<file path="src/rtl/uil_consts.svh">
// Purpose: Named offsets, codes and reset values for the interrupt ident and line format block.
// Assumes: Avalon-MM byte addresses, one 32-bit word per register.
// Notes: Offsets are byte addresses; data sits in the low byte.
`ifndef UIL_CONSTS_SVH
`define UIL_CONSTS_SVH

`define UIL_OFS_DIV_LO 4'h0
`define UIL_OFS_DIV_HI 4'h4
`define UIL_OFS_IDENT 4'h8
`define UIL_OFS_LINE 4'hC

`define UIL_NSRC 7
`define UIL_SRC_LINE 0
`define UIL_SRC_RXDATA 1
`define UIL_SRC_TIMEOUT 2
`define UIL_SRC_THRE 3
`define UIL_SRC_MODEM 4
`define UIL_SRC_XOFF 5
`define UIL_SRC_FLOW 6

`define UIL_ID_LINE 6'h06
`define UIL_ID_RXDATA 6'h04
`define UIL_ID_TIMEOUT 6'h0C
`define UIL_ID_THRE 6'h02
`define UIL_ID_MODEM 6'h00
`define UIL_ID_XOFF 6'h10
`define UIL_ID_FLOW 6'h20
`define UIL_ID_NONE 6'h01

`define UIL_LINE_RST 8'h00
`define UIL_EFR_RST 8'h00
`define UIL_DIV_RST 16'h0000
`define UIL_EFR_ENH_BIT 4

`define UIL_WLEN_BASE 4'h5
`define UIL_WLEN_FIVE 2'h0
`define UIL_STOP_ONE 3'h2
`define UIL_STOP_ONE_HALF 3'h3
`define UIL_STOP_TWO 3'h4

`endif

</file>
<file path="src/rtl/uil_pkg.sv">
// Purpose: Types shared by the interrupt ident and line format block.
// Assumes: Constants come from uil_consts.svh.
// Notes: Line format bits map one to one onto the register byte.
package uil_pkg;

    typedef struct packed {
        logic dlab;
        logic brk;
        logic stick;
        logic even;
        logic par_en;
        logic stop_long;
        logic [1:0] wlen;
    } uil_fmt_t;

    typedef struct packed {
        logic flow;
        logic xoff;
        logic modem;
        logic thre;
        logic timeout;
        logic rxdata;
        logic line;
    } uil_ev_t;

    typedef enum logic [7:0] {
        S_NONE = 8'h01,
        S_LINE = 8'h02,
        S_RXDATA = 8'h04,
        S_TIMEOUT = 8'h08,
        S_THRE = 8'h10,
        S_MODEM = 8'h20,
        S_XOFF = 8'h40,
        S_FLOW = 8'h80
    } uil_src_t;

endpackage : uil_pkg

</file>
<file path="src/rtl/uil_top.sv">
// Purpose: Prioritised interrupt identification and line format control of a serial port.
// Assumes: Event inputs are one-cycle pulses from the rest of the port.
// Notes: Register access over Avalon-MM with one wait cycle per access.
//
// Added by the designer: the Avalon-MM interface to the registers and the register offsets.
`include "uil_consts.svh"
`timescale 1ns/1ps
`default_nettype none

module uil_top (
    input wire logic CLK,
    input wire logic RST,
    input wire logic [3:0] AVS_ADDRESS,
    input wire logic AVS_READ,
    input wire logic AVS_WRITE,
    input wire logic [31:0] AVS_WRITEDATA,
    output logic [31:0] AVS_READDATA,
    output logic AVS_WAITREQUEST,
    input wire uil_pkg::uil_ev_t EVENTS,
    input wire logic XON_SEEN,
    input wire logic FIFO_EN,
    input wire logic TX_SERIAL_IN,
    output logic TX_SERIAL_OUT,
    input wire logic [7:0] TX_DATA,
    output logic TX_PARITY,
    input wire logic [7:0] RX_DATA,
    input wire logic RX_PARITY_IN,
    output logic RX_PARITY_ERR,
    output uil_pkg::uil_fmt_t FORMAT,
    output logic [3:0] DATA_BITS,
    output logic [2:0] STOP_HALVES,
    output logic [15:0] DIVISOR,
    output logic IRQ_ACTIVE
);

    logic ack;
    logic rd_go;
    logic wr_go;
    logic cap;
    uil_pkg::uil_fmt_t line;
    logic [7:0] enhanced_feature_reg;
    logic enh;
    logic [`UIL_NSRC-1:0] flag;
    logic [`UIL_NSRC-1:0] set_v;
    logic [`UIL_NSRC-1:0] clr_v;
    logic [`UIL_NSRC-1:0] ev_v;
    uil_pkg::uil_src_t cur;
    uil_pkg::uil_src_t next_cur;
    uil_pkg::uil_src_t rep;
    logic [7:0] pick;
    logic [5:0] id_code;
    logic [7:0] ident;
    logic [7:0] rd_byte;
    logic [7:0] tx_mask;
    logic [7:0] rx_mask;

    // A one-cycle wait lets read data come from a flop and keeps the
    // read-clear tied to the same edge at which the master takes the data.
    assign AVS_WAITREQUEST = (AVS_READ | AVS_WRITE) & ~ack;
    assign rd_go = AVS_READ & ack;
    assign wr_go = AVS_WRITE & ack;
    assign cap = AVS_READ & ~ack;
    assign enh = enhanced_feature_reg[`UIL_EFR_ENH_BIT];

    always_ff @(posedge CLK or posedge RST)
    begin
        if (RST)
            ack <= 1'b0;
        else
            ack <= (AVS_READ | AVS_WRITE) & ~ack;
    end

    always_ff @(posedge CLK or posedge RST)
    begin
        if (RST)
        begin
            line <= `UIL_LINE_RST;
        end
        else if (wr_go && AVS_ADDRESS == `UIL_OFS_LINE)
        begin
            line <= AVS_WRITEDATA[7:0];
        end
    end

    // Divisor and enhanced features sit behind the latch-access bit.
    always_ff @(posedge CLK or posedge RST)
    begin
        if (RST)
        begin
            DIVISOR <= `UIL_DIV_RST;
            enhanced_feature_reg <= `UIL_EFR_RST;
        end
        else if (wr_go && line.dlab)
        begin
            if (AVS_ADDRESS == `UIL_OFS_DIV_LO)
                DIVISOR[7:0] <= AVS_WRITEDATA[7:0];
            if (AVS_ADDRESS == `UIL_OFS_DIV_HI)
                DIVISOR[15:8] <= AVS_WRITEDATA[7:0];
            if (AVS_ADDRESS == `UIL_OFS_IDENT)
                enhanced_feature_reg <= AVS_WRITEDATA[7:0];
        end
    end

    assign ev_v = EVENTS;

    // Flow and Xoff sources only latch while enhanced mode is on, so they
    // cannot surprise software that never enabled them.
    generate
        for (genvar i = 0; i < `UIL_NSRC; i++)
        begin : g_flag
            if (i == `UIL_SRC_XOFF || i == `UIL_SRC_FLOW)
            begin : g_enh
                assign set_v[i] = ev_v[i] & enh;
            end
            else
            begin : g_std
                assign set_v[i] = ev_v[i];
            end
            if (i == `UIL_SRC_XOFF)
            begin : g_xoff
                assign clr_v[i] = XON_SEEN;
            end
            else
            begin : g_rc
                assign clr_v[i] = rd_go && AVS_ADDRESS == `UIL_OFS_IDENT
                                  && !line.dlab && rep[i+1];
            end
            // A new event in the clearing cycle survives.
            always_ff @(posedge CLK or posedge RST)
            begin
                if (RST)
                    flag[i] <= 1'b0;
                else
                    flag[i] <= set_v[i] | (flag[i] & ~clr_v[i]);
            end
        end
    endgenerate

    always_comb
    begin
        pick = uil_pkg::S_NONE;
        for (int i = `UIL_NSRC - 1; i >= 0; i--)
        begin
            if (flag[i])
                pick = 8'(9'h002 << i);
        end
    end

    always_comb
    begin
        next_cur = cur;
        if (cur == uil_pkg::S_NONE)
            next_cur = uil_pkg::uil_src_t'(pick);
        else if ((cur[7:1] & flag) == 7'h00)
            next_cur = uil_pkg::S_NONE;
    end

    // The reported source is frozen until its flag goes, even if a
    // higher one arrives meanwhile.
    always_ff @(posedge CLK or posedge RST)
    begin
        if (RST)
            cur <= uil_pkg::S_NONE;
        else
            cur <= next_cur;
    end

    always_comb
    begin
        case (cur)
            uil_pkg::S_LINE: id_code = `UIL_ID_LINE;
            uil_pkg::S_RXDATA: id_code = `UIL_ID_RXDATA;
            uil_pkg::S_TIMEOUT: id_code = `UIL_ID_TIMEOUT;
            uil_pkg::S_THRE: id_code = `UIL_ID_THRE;
            uil_pkg::S_MODEM: id_code = `UIL_ID_MODEM;
            uil_pkg::S_XOFF: id_code = `UIL_ID_XOFF;
            uil_pkg::S_FLOW: id_code = `UIL_ID_FLOW;
            default: id_code = `UIL_ID_NONE;
        endcase
    end

    assign ident = {{2{FIFO_EN}}, id_code};

    always_comb
    begin
        rd_byte = 8'h00;
        case (AVS_ADDRESS)
            `UIL_OFS_DIV_LO: rd_byte = line.dlab ? DIVISOR[7:0] : 8'h00;
            `UIL_OFS_DIV_HI: rd_byte = line.dlab ? DIVISOR[15:8] : 8'h00;
            `UIL_OFS_IDENT: rd_byte = line.dlab ? enhanced_feature_reg : ident;
            `UIL_OFS_LINE: rd_byte = line;
            default: rd_byte = 8'h00;
        endcase
    end

    // The snapshot of the reported source decides what the read clears.
    always_ff @(posedge CLK or posedge RST)
    begin
        if (RST)
        begin
            AVS_READDATA <= 32'h00000000;
            rep <= uil_pkg::S_NONE;
        end
        else if (cap)
        begin
            AVS_READDATA <= {24'h000000, rd_byte};
            rep <= (AVS_ADDRESS == `UIL_OFS_IDENT && !line.dlab) ? cur : uil_pkg::S_NONE;
        end
    end

    always_ff @(posedge CLK or posedge RST)
    begin
        if (RST)
            IRQ_ACTIVE <= 1'b0;
        else
            IRQ_ACTIVE <= (next_cur != uil_pkg::S_NONE);
    end

    assign FORMAT = line;

    always_ff @(posedge CLK or posedge RST)
    begin
        if (RST)
            TX_SERIAL_OUT <= 1'b1;
        else
            TX_SERIAL_OUT <= TX_SERIAL_IN & ~line.brk;
    end

    always_comb
    begin
        DATA_BITS = `UIL_WLEN_BASE + {2'b00, line.wlen};
        if (!line.stop_long)
            STOP_HALVES = `UIL_STOP_ONE;
        else if (line.wlen == `UIL_WLEN_FIVE)
            STOP_HALVES = `UIL_STOP_ONE_HALF;
        else
            STOP_HALVES = `UIL_STOP_TWO;
    end

    // Only the bits of the selected character length take part.
    assign tx_mask = TX_DATA & (8'hFF >> (3'h3 - {1'b0, line.wlen}));
    assign rx_mask = RX_DATA & (8'hFF >> (3'h3 - {1'b0, line.wlen}));

    function automatic logic par_bit(input logic [7:0] d, input uil_pkg::uil_fmt_t f);
        if (f.stick)
            par_bit = ~f.even;
        else
            par_bit = ^d ^ ~f.even;
    endfunction : par_bit

    always_ff @(posedge CLK or posedge RST)
    begin
        if (RST)
        begin
            TX_PARITY <= 1'b0;
            RX_PARITY_ERR <= 1'b0;
        end
        else
        begin
            TX_PARITY <= line.par_en & par_bit(tx_mask, line);
            RX_PARITY_ERR <= line.par_en & (par_bit(rx_mask, line) ^ RX_PARITY_IN);
        end
    end

endmodule : uil_top

`default_nettype wire

</file>
<file path="config.mk">
export PLATFORM = sky130hd
export DESIGN_NAME = uil_top
export DESIGN_NICKNAME = d
export VERILOG_FILES = /design/src/rtl/uil_pkg.sv /design/src/rtl/uil_top.sv
export VERILOG_INCLUDE_DIRS = /design/src /design/src/rtl
export SDC_FILE = /design/constraint.sdc
export NUM_CORES = 1
export LEC_CHECK = 0
export BUFFER_PORTS_ARGS = -buffer_cell sky130_fd_sc_hd__buf_2
export CORE_MARGIN = 5
export CORE_UTILIZATION = 40
export CTS_CLUSTER_SIZE = 20
export DETAILED_ROUTE_END_ITERATION = 6
export GPL_TIMING_DRIVEN = 0
export PLACE_DENSITY_LB_ADDON = 0.1
export SYNTH_ARGS = -nofsm -noshare
export SYNTH_HDL_FRONTEND = slang
export SYNTH_SLANG_ARGS = --single-unit
</file>
<file path="constraint.sdc">
create_clock -name CLK -period 4.1 [get_ports CLK]
set_clock_uncertainty 0.15 [all_clocks]
set_input_delay 0.205 -clock CLK [delete_from_list [all_inputs] [get_ports CLK]]
set_output_delay 0.205 -clock CLK [all_outputs]
set_load 0.01 [all_outputs]
</file>
======== After elaboration in Yosys (flattened, before gate mapping) ========
Index checks and enable logic that the tools add are counted.
word-level totals
  logic and storage cells ................. 119
  bits in registers ....................... 68
  output and inout bits ................... 68
  input bits .............................. 67
cells by class
  reductions and logical operators ........ 20
  muxes and demuxes ....................... 19
  $add $sub $neg .......................... 2
  shift operators ......................... 1
  bitwise logic cells ..................... 40
  equality and inequality tests ........... 12
operators by type and width
  cell                                                  count
  two-way mux 8 bit                                     13
  case mux 6 bit (7 select lines)                       1
  case mux 8 bit (4 select lines)                       1
  bitwise AND 1 bit                                     16
  bitwise AND 8 bit                                     2
  parity 8 bit                                          2
  logical AND 1 bit                                     11
  NOT 1 bit                                             10
  equality test 4 bit (second input constant)           2
  equality test 8 x 1 -> 1 bit (second input constant)  1
  equality test 8 x 2 -> 1 bit (second input constant)  1
  equality test 8 x 3 -> 1 bit (second input constant)  1
  equality test 8 x 4 -> 1 bit (second input constant)  1
  equality test 8 x 5 -> 1 bit (second input constant)  1
  equality test 8 x 6 -> 1 bit (second input constant)  1
  equality test 8 x 7 -> 1 bit (second input constant)  1
  equality test 8 bit (second input constant)           1
  != test 8 x 1 -> 1 bit (second input constant)        1
  bitwise OR 1 bit                                      8
  >> shifter 8 x 3 -> 8 bit (first input constant)      1
  bitwise AND 7 bit                                     1
  logical NOT 7 bit                                     1
  two-way mux 3 bit                                     2
  AND reduction 2 bit                                   3
  other kinds (8)                                       11

======== Depth between registers and ports, before layout ========
  word-level depth ........................ 9
  mapped depth ............................ 8
  gate-level depth less buffers ........... 7

======== Worst setup path after synthesis ========
OpenSTA, ideal clock, no wires.
  kind .................................... reg-to-reg
  start point ............................. register line (netlist bit FORMAT[0])
  end point ............................... register RX_PARITY_ERR
  cell stages (with the launch flop) ...... 8
  arrival ................................. 1.863 ns
  library setup time ...................... 0.077 ns
  buffers on the path ..................... 0
  clock period less this slack ............ 2.090 ns
  slack ................................... 2.010 ns
  required time ........................... 3.873 ns
  cells stage by stage .................... dfrtp_1 -> inv_1 -> ha_1 -> nor2b_1 -> xnor2_1 -> xnor3_1 -> or3_1 -> a21oi_1
on the way
  word-level cells in the longest chain between the ends .. 8
ends and longest elaborated chain
  item                       RTL line        source
  from (decl)                uil_top.sv:40   uil_pkg::uil_fmt_t line;
  from (signal assigned)     uil_top.sv:77   line <= `UIL_LINE_RST;
  from (signal assigned)     uil_top.sv:81   line <= AVS_WRITEDATA[7:0];
  subtractor 2 x 2 -> 3 bit  uil_top.sv:242  assign rx_mask = RX_DATA & (8'hFF >> (3'h3 - {1'b0, line.wlen}));
  >> shifter 8 x 3 -> 8 bit  uil_top.sv:242
  bitwise AND 8 bit          uil_top.sv:242
  parity 8 bit               uil_top.sv:248  par_bit = ^d ^ ~f.even;
  XOR 1 bit                  uil_top.sv:248
  two-way mux 1 bit          uil_top.sv:245  if (f.stick)
  XOR 1 bit                  uil_top.sv:261  RX_PARITY_ERR <= line.par_en & (par_bit(rx_mask, line) ^ RX_PARITY_IN);
  bitwise AND 1 bit          uil_top.sv:261
  to (signal assigned)       uil_top.sv:261
  to (decl)                  uil_top.sv:28   output logic RX_PARITY_ERR,
Every way passes these cells.
A chain may end at the register's enable or synchronous reset.

======== Worst setup path after layout ========
  start point ............................. register line (netlist bit FORMAT[7])
  end point ............................... register DIVISOR[9]
on the way
  word-level cells in the longest chain between the ends .. 2
ends and longest elaborated chain
  item                           RTL line       source
  logical AND 1 bit              uil_top.sv:93  else if (wr_go && line.dlab)
  AND reduction 2 bit (no line)  --
  to (signal assigned)           uil_top.sv:90  DIVISOR <= `UIL_DIV_RST;
  to (signal assigned)           uil_top.sv:98  DIVISOR[15:8] <= AVS_WRITEDATA[7:0];
  to (decl)                      uil_top.sv:32  output logic [15:0] DIVISOR,
Every way passes these cells.

==> impl_metrics.yaml <==
status:
  status: "complete, no violations"
critical_path:
  cp.required_ns: 4.18
  worst-path-buf-inv: 1
  timing.critical_path.max_delay_family: "simple AND/OR/NAND/NOR gates"
  startpoint_type: "flop"
  worstPathMaxFanout: 10
  crit_type: "reg2reg"
  max_stage_delay_ns: 0.52
  cp_slowest_cell: "nor4b_2"
  cp-end-kind: "flop"
  cp.arrival_ns: 2.47
  cp_cell_sequence: "buf_2, nor4b_2, nand4_1, mux2_2"
final_layout:
  final_common_cell: "buf_2"
  drive_gt1_frac: 0.346
  area_growth_pct: 30.0
  largest_reg_flops: 16
  num_antenna_cells: 0
  stdcell_count: 602
  regMostFlops: "DIVISOR"
  layout_common_cells: "buf_2, dfrtp_1, nand2_1, mux2_2, buf_4"
  fin_nets: 558
  fill_cells: 871
grt:
  met2_usage: 0.306
  grt_max_degree: 67
  antenna_found_initial: 0
  globalRouteMet1Util: 0.202
  grt_overflow_total: 0
  busiest_layer: "met2"
  gr-usage-met3: 0.0521
  grt_pass1_wl_um: 15300
  grt_pass1_vias: 2979
  track_usage: 0.173
floorplanning:
  start_util: 0.408
  coreArea_um2: 8720
  die_h_um: 104
  fp.dieArea_um2: 10900
  die_x_um: 104
  row_count: 34
  ios: 135
sta:
  final_max_slew_viol_count: 0
  maxSlewHeadroom: 0.454
  tightest_slew_ns: 0.820
  whs_ns: 0.0279
  hold_viol_final: 0
  setup_tns_ns: 0
  finalCriticalPeriod_ns: 2.39
  rsz0062_at_grt: "no"
  fmax_ghz: 0.419
  setup_viol: 0
  layout_setup_ws_ns: 1.72
  finalCritPeriodShare: 0.582
logic_synthesis:
  yosysWarnings: 0
  seq_area_frac_synth: 0.464
  synthFlopType: "dfrtp_1"
  syn_area_um2: 3560
  syn-instance-count: 351
  async_flop_share: 1.00
  synth_edf_count: 0
  ys_ff_latch: 66
  ys_types: 52
  synth_area_per_cell_um2: 10.1
clock_network:
  cts_num_sinks: 66
  postCtsSetupBuffers: 0
  cts_tree: "yes"
  cts_max_path_buffers: 2
  cts.htree.levels: 3
  insertion_delay_ns: 0.35
  clk_transition_reported_paths_ns: 0.08
  root_buffer: "clkbuf_8"
  cts_inserted_buffers: 9
place:
  post-dp-hpwl_um: 6840
  dp_slack_ns: 1.68
  dpl.cell_count: 567
  gp_congestion: 0.761
  io_buffers: 85
worst_hold_path:
  min_path_type: "in2reg"
drt:
  via_per_inst: 4.88
  final_antenna_net_count: 0
  wl_per_cell_um: 15.4
  drt_iter0_drc: 122
  dr.pass1.iters: 5
  vias: 2939
  drc: 0
  wirelength_um: 9250
power:
  p_leak_nw: 2.30
  vdd_drop_max_uv: 235
  power.density_nw_per_um2: 425
flow_run:
  maxCapViolations: 0
-- worst reg2reg max path, cell delays in order, from the launching register on --
cell     delay (ns)
dfrtp_1        0.34
buf_2          0.27
nor4b_2        0.52
nand4_1        0.52
mux2_2         0.46
-- kinds of logic (layout without fill, tap and decap cells) --
logic type | count (synthesis) | after routing | synth area share
mux | 36 | 36 | 0.112
compound gates | 67 | 67 | 0.121
buf+inv | 57 | 177 | 0.0917
simple gates | 106 | 106 | 0.156
other cells | 1 | 24 | 0.00105
flops | 66 | 66 | 0.464
fa+ha+maj | 2 | 2 | 0.00702
xor+xnor | 16 | 16 | 0.0471
-- cells in the mapped netlist, drive strengths merged (5+ instances only) --
master   n  area, um2
o22ai    5       31.3
mux2    31        349
buf     31        229
a21oi    9       45.0
nor3     6       30.0
dfrtp   64       1600
mux2i    5       50.1
nor2b    9       56.3
a21o     5       37.5
clkbuf  14       52.6
inv     12       45.0
xnor2    9       78.8
o21ai   24        120
nor2    19       97.6
xor2     5       43.8
nand2   44        165
-- worst paths after layout --
kind                                      end  cells past startpoint  slack, ns          from
worst min register to register  TX_SERIAL_OUT                      1       0.29     FORMAT[6]
max in group asynchronous              rep[1]                      3       2.84           RST
worst max-delay path               DIVISOR[9]                      4       1.72     FORMAT[7]
worst max register to register     DIVISOR[9]                      4       1.72     FORMAT[7]
min in group asynchronous          DIVISOR[6]                      3       0.40           RST
worst min-delay path            RX_PARITY_ERR                      4       0.03  RX_PARITY_IN
-- final cells by class --
class	instances	area (um2)	share of cell area
plain buffers	45	282	0.0608
repair buffers	104	616	0.133
clock buffers	10	138	0.0297
well taps	108	135	0.0292
clock inverters	6	90.1	0.0195
multi-input cells	251	1670	0.360
flip-flops and latches	66	1650	0.357
inverters	12	47.5	0.0103
-- power breakdown --
group / leakage [nW] / switching [mW] / internal [mW]
Combinational: 1.34 / 0.297 / 0.247
Sequential: 0.852 / 0.0645 / 0.734
Clock: 0.112 / 0.266 / 0.360
-- through the flow --
stage	cell area, um2	total power [mW]	utilization
4_1_cts	4630	1.99	0.531
6_report	4630	1.97	0.531
3_3_place_gp	4210	1.34	0.483
2_1_floorplan	3650	1.15	-
3_5_place_dp	4210	1.34	0.483
5_1_grt	4630	2.08	0.531
-- what timing repair did --
item / 4_1_cts / 5_1_grt
endpoints found under the hold margin: 105 / 0
resized for setup: 0 / 0
setup endpoints to repair: 0 / 0
hold buffers: 19 / 0
-- metal layers --
| metal | up-vias | share of wire | wire (um) |
|---|---|---|---|
| met4 | 0 | 0.0084 | 78 |
| li1 | 1457 | - | - |
| met5 | - | 0 | 0 |
| met1 | 1393 | 0.41 | 3800 |
| met3 | 7 | 0.059 | 543 |
| met2 | 82 | 0.52 | 4830 |
Note: power is estimated with default switching activity, not from simulation.
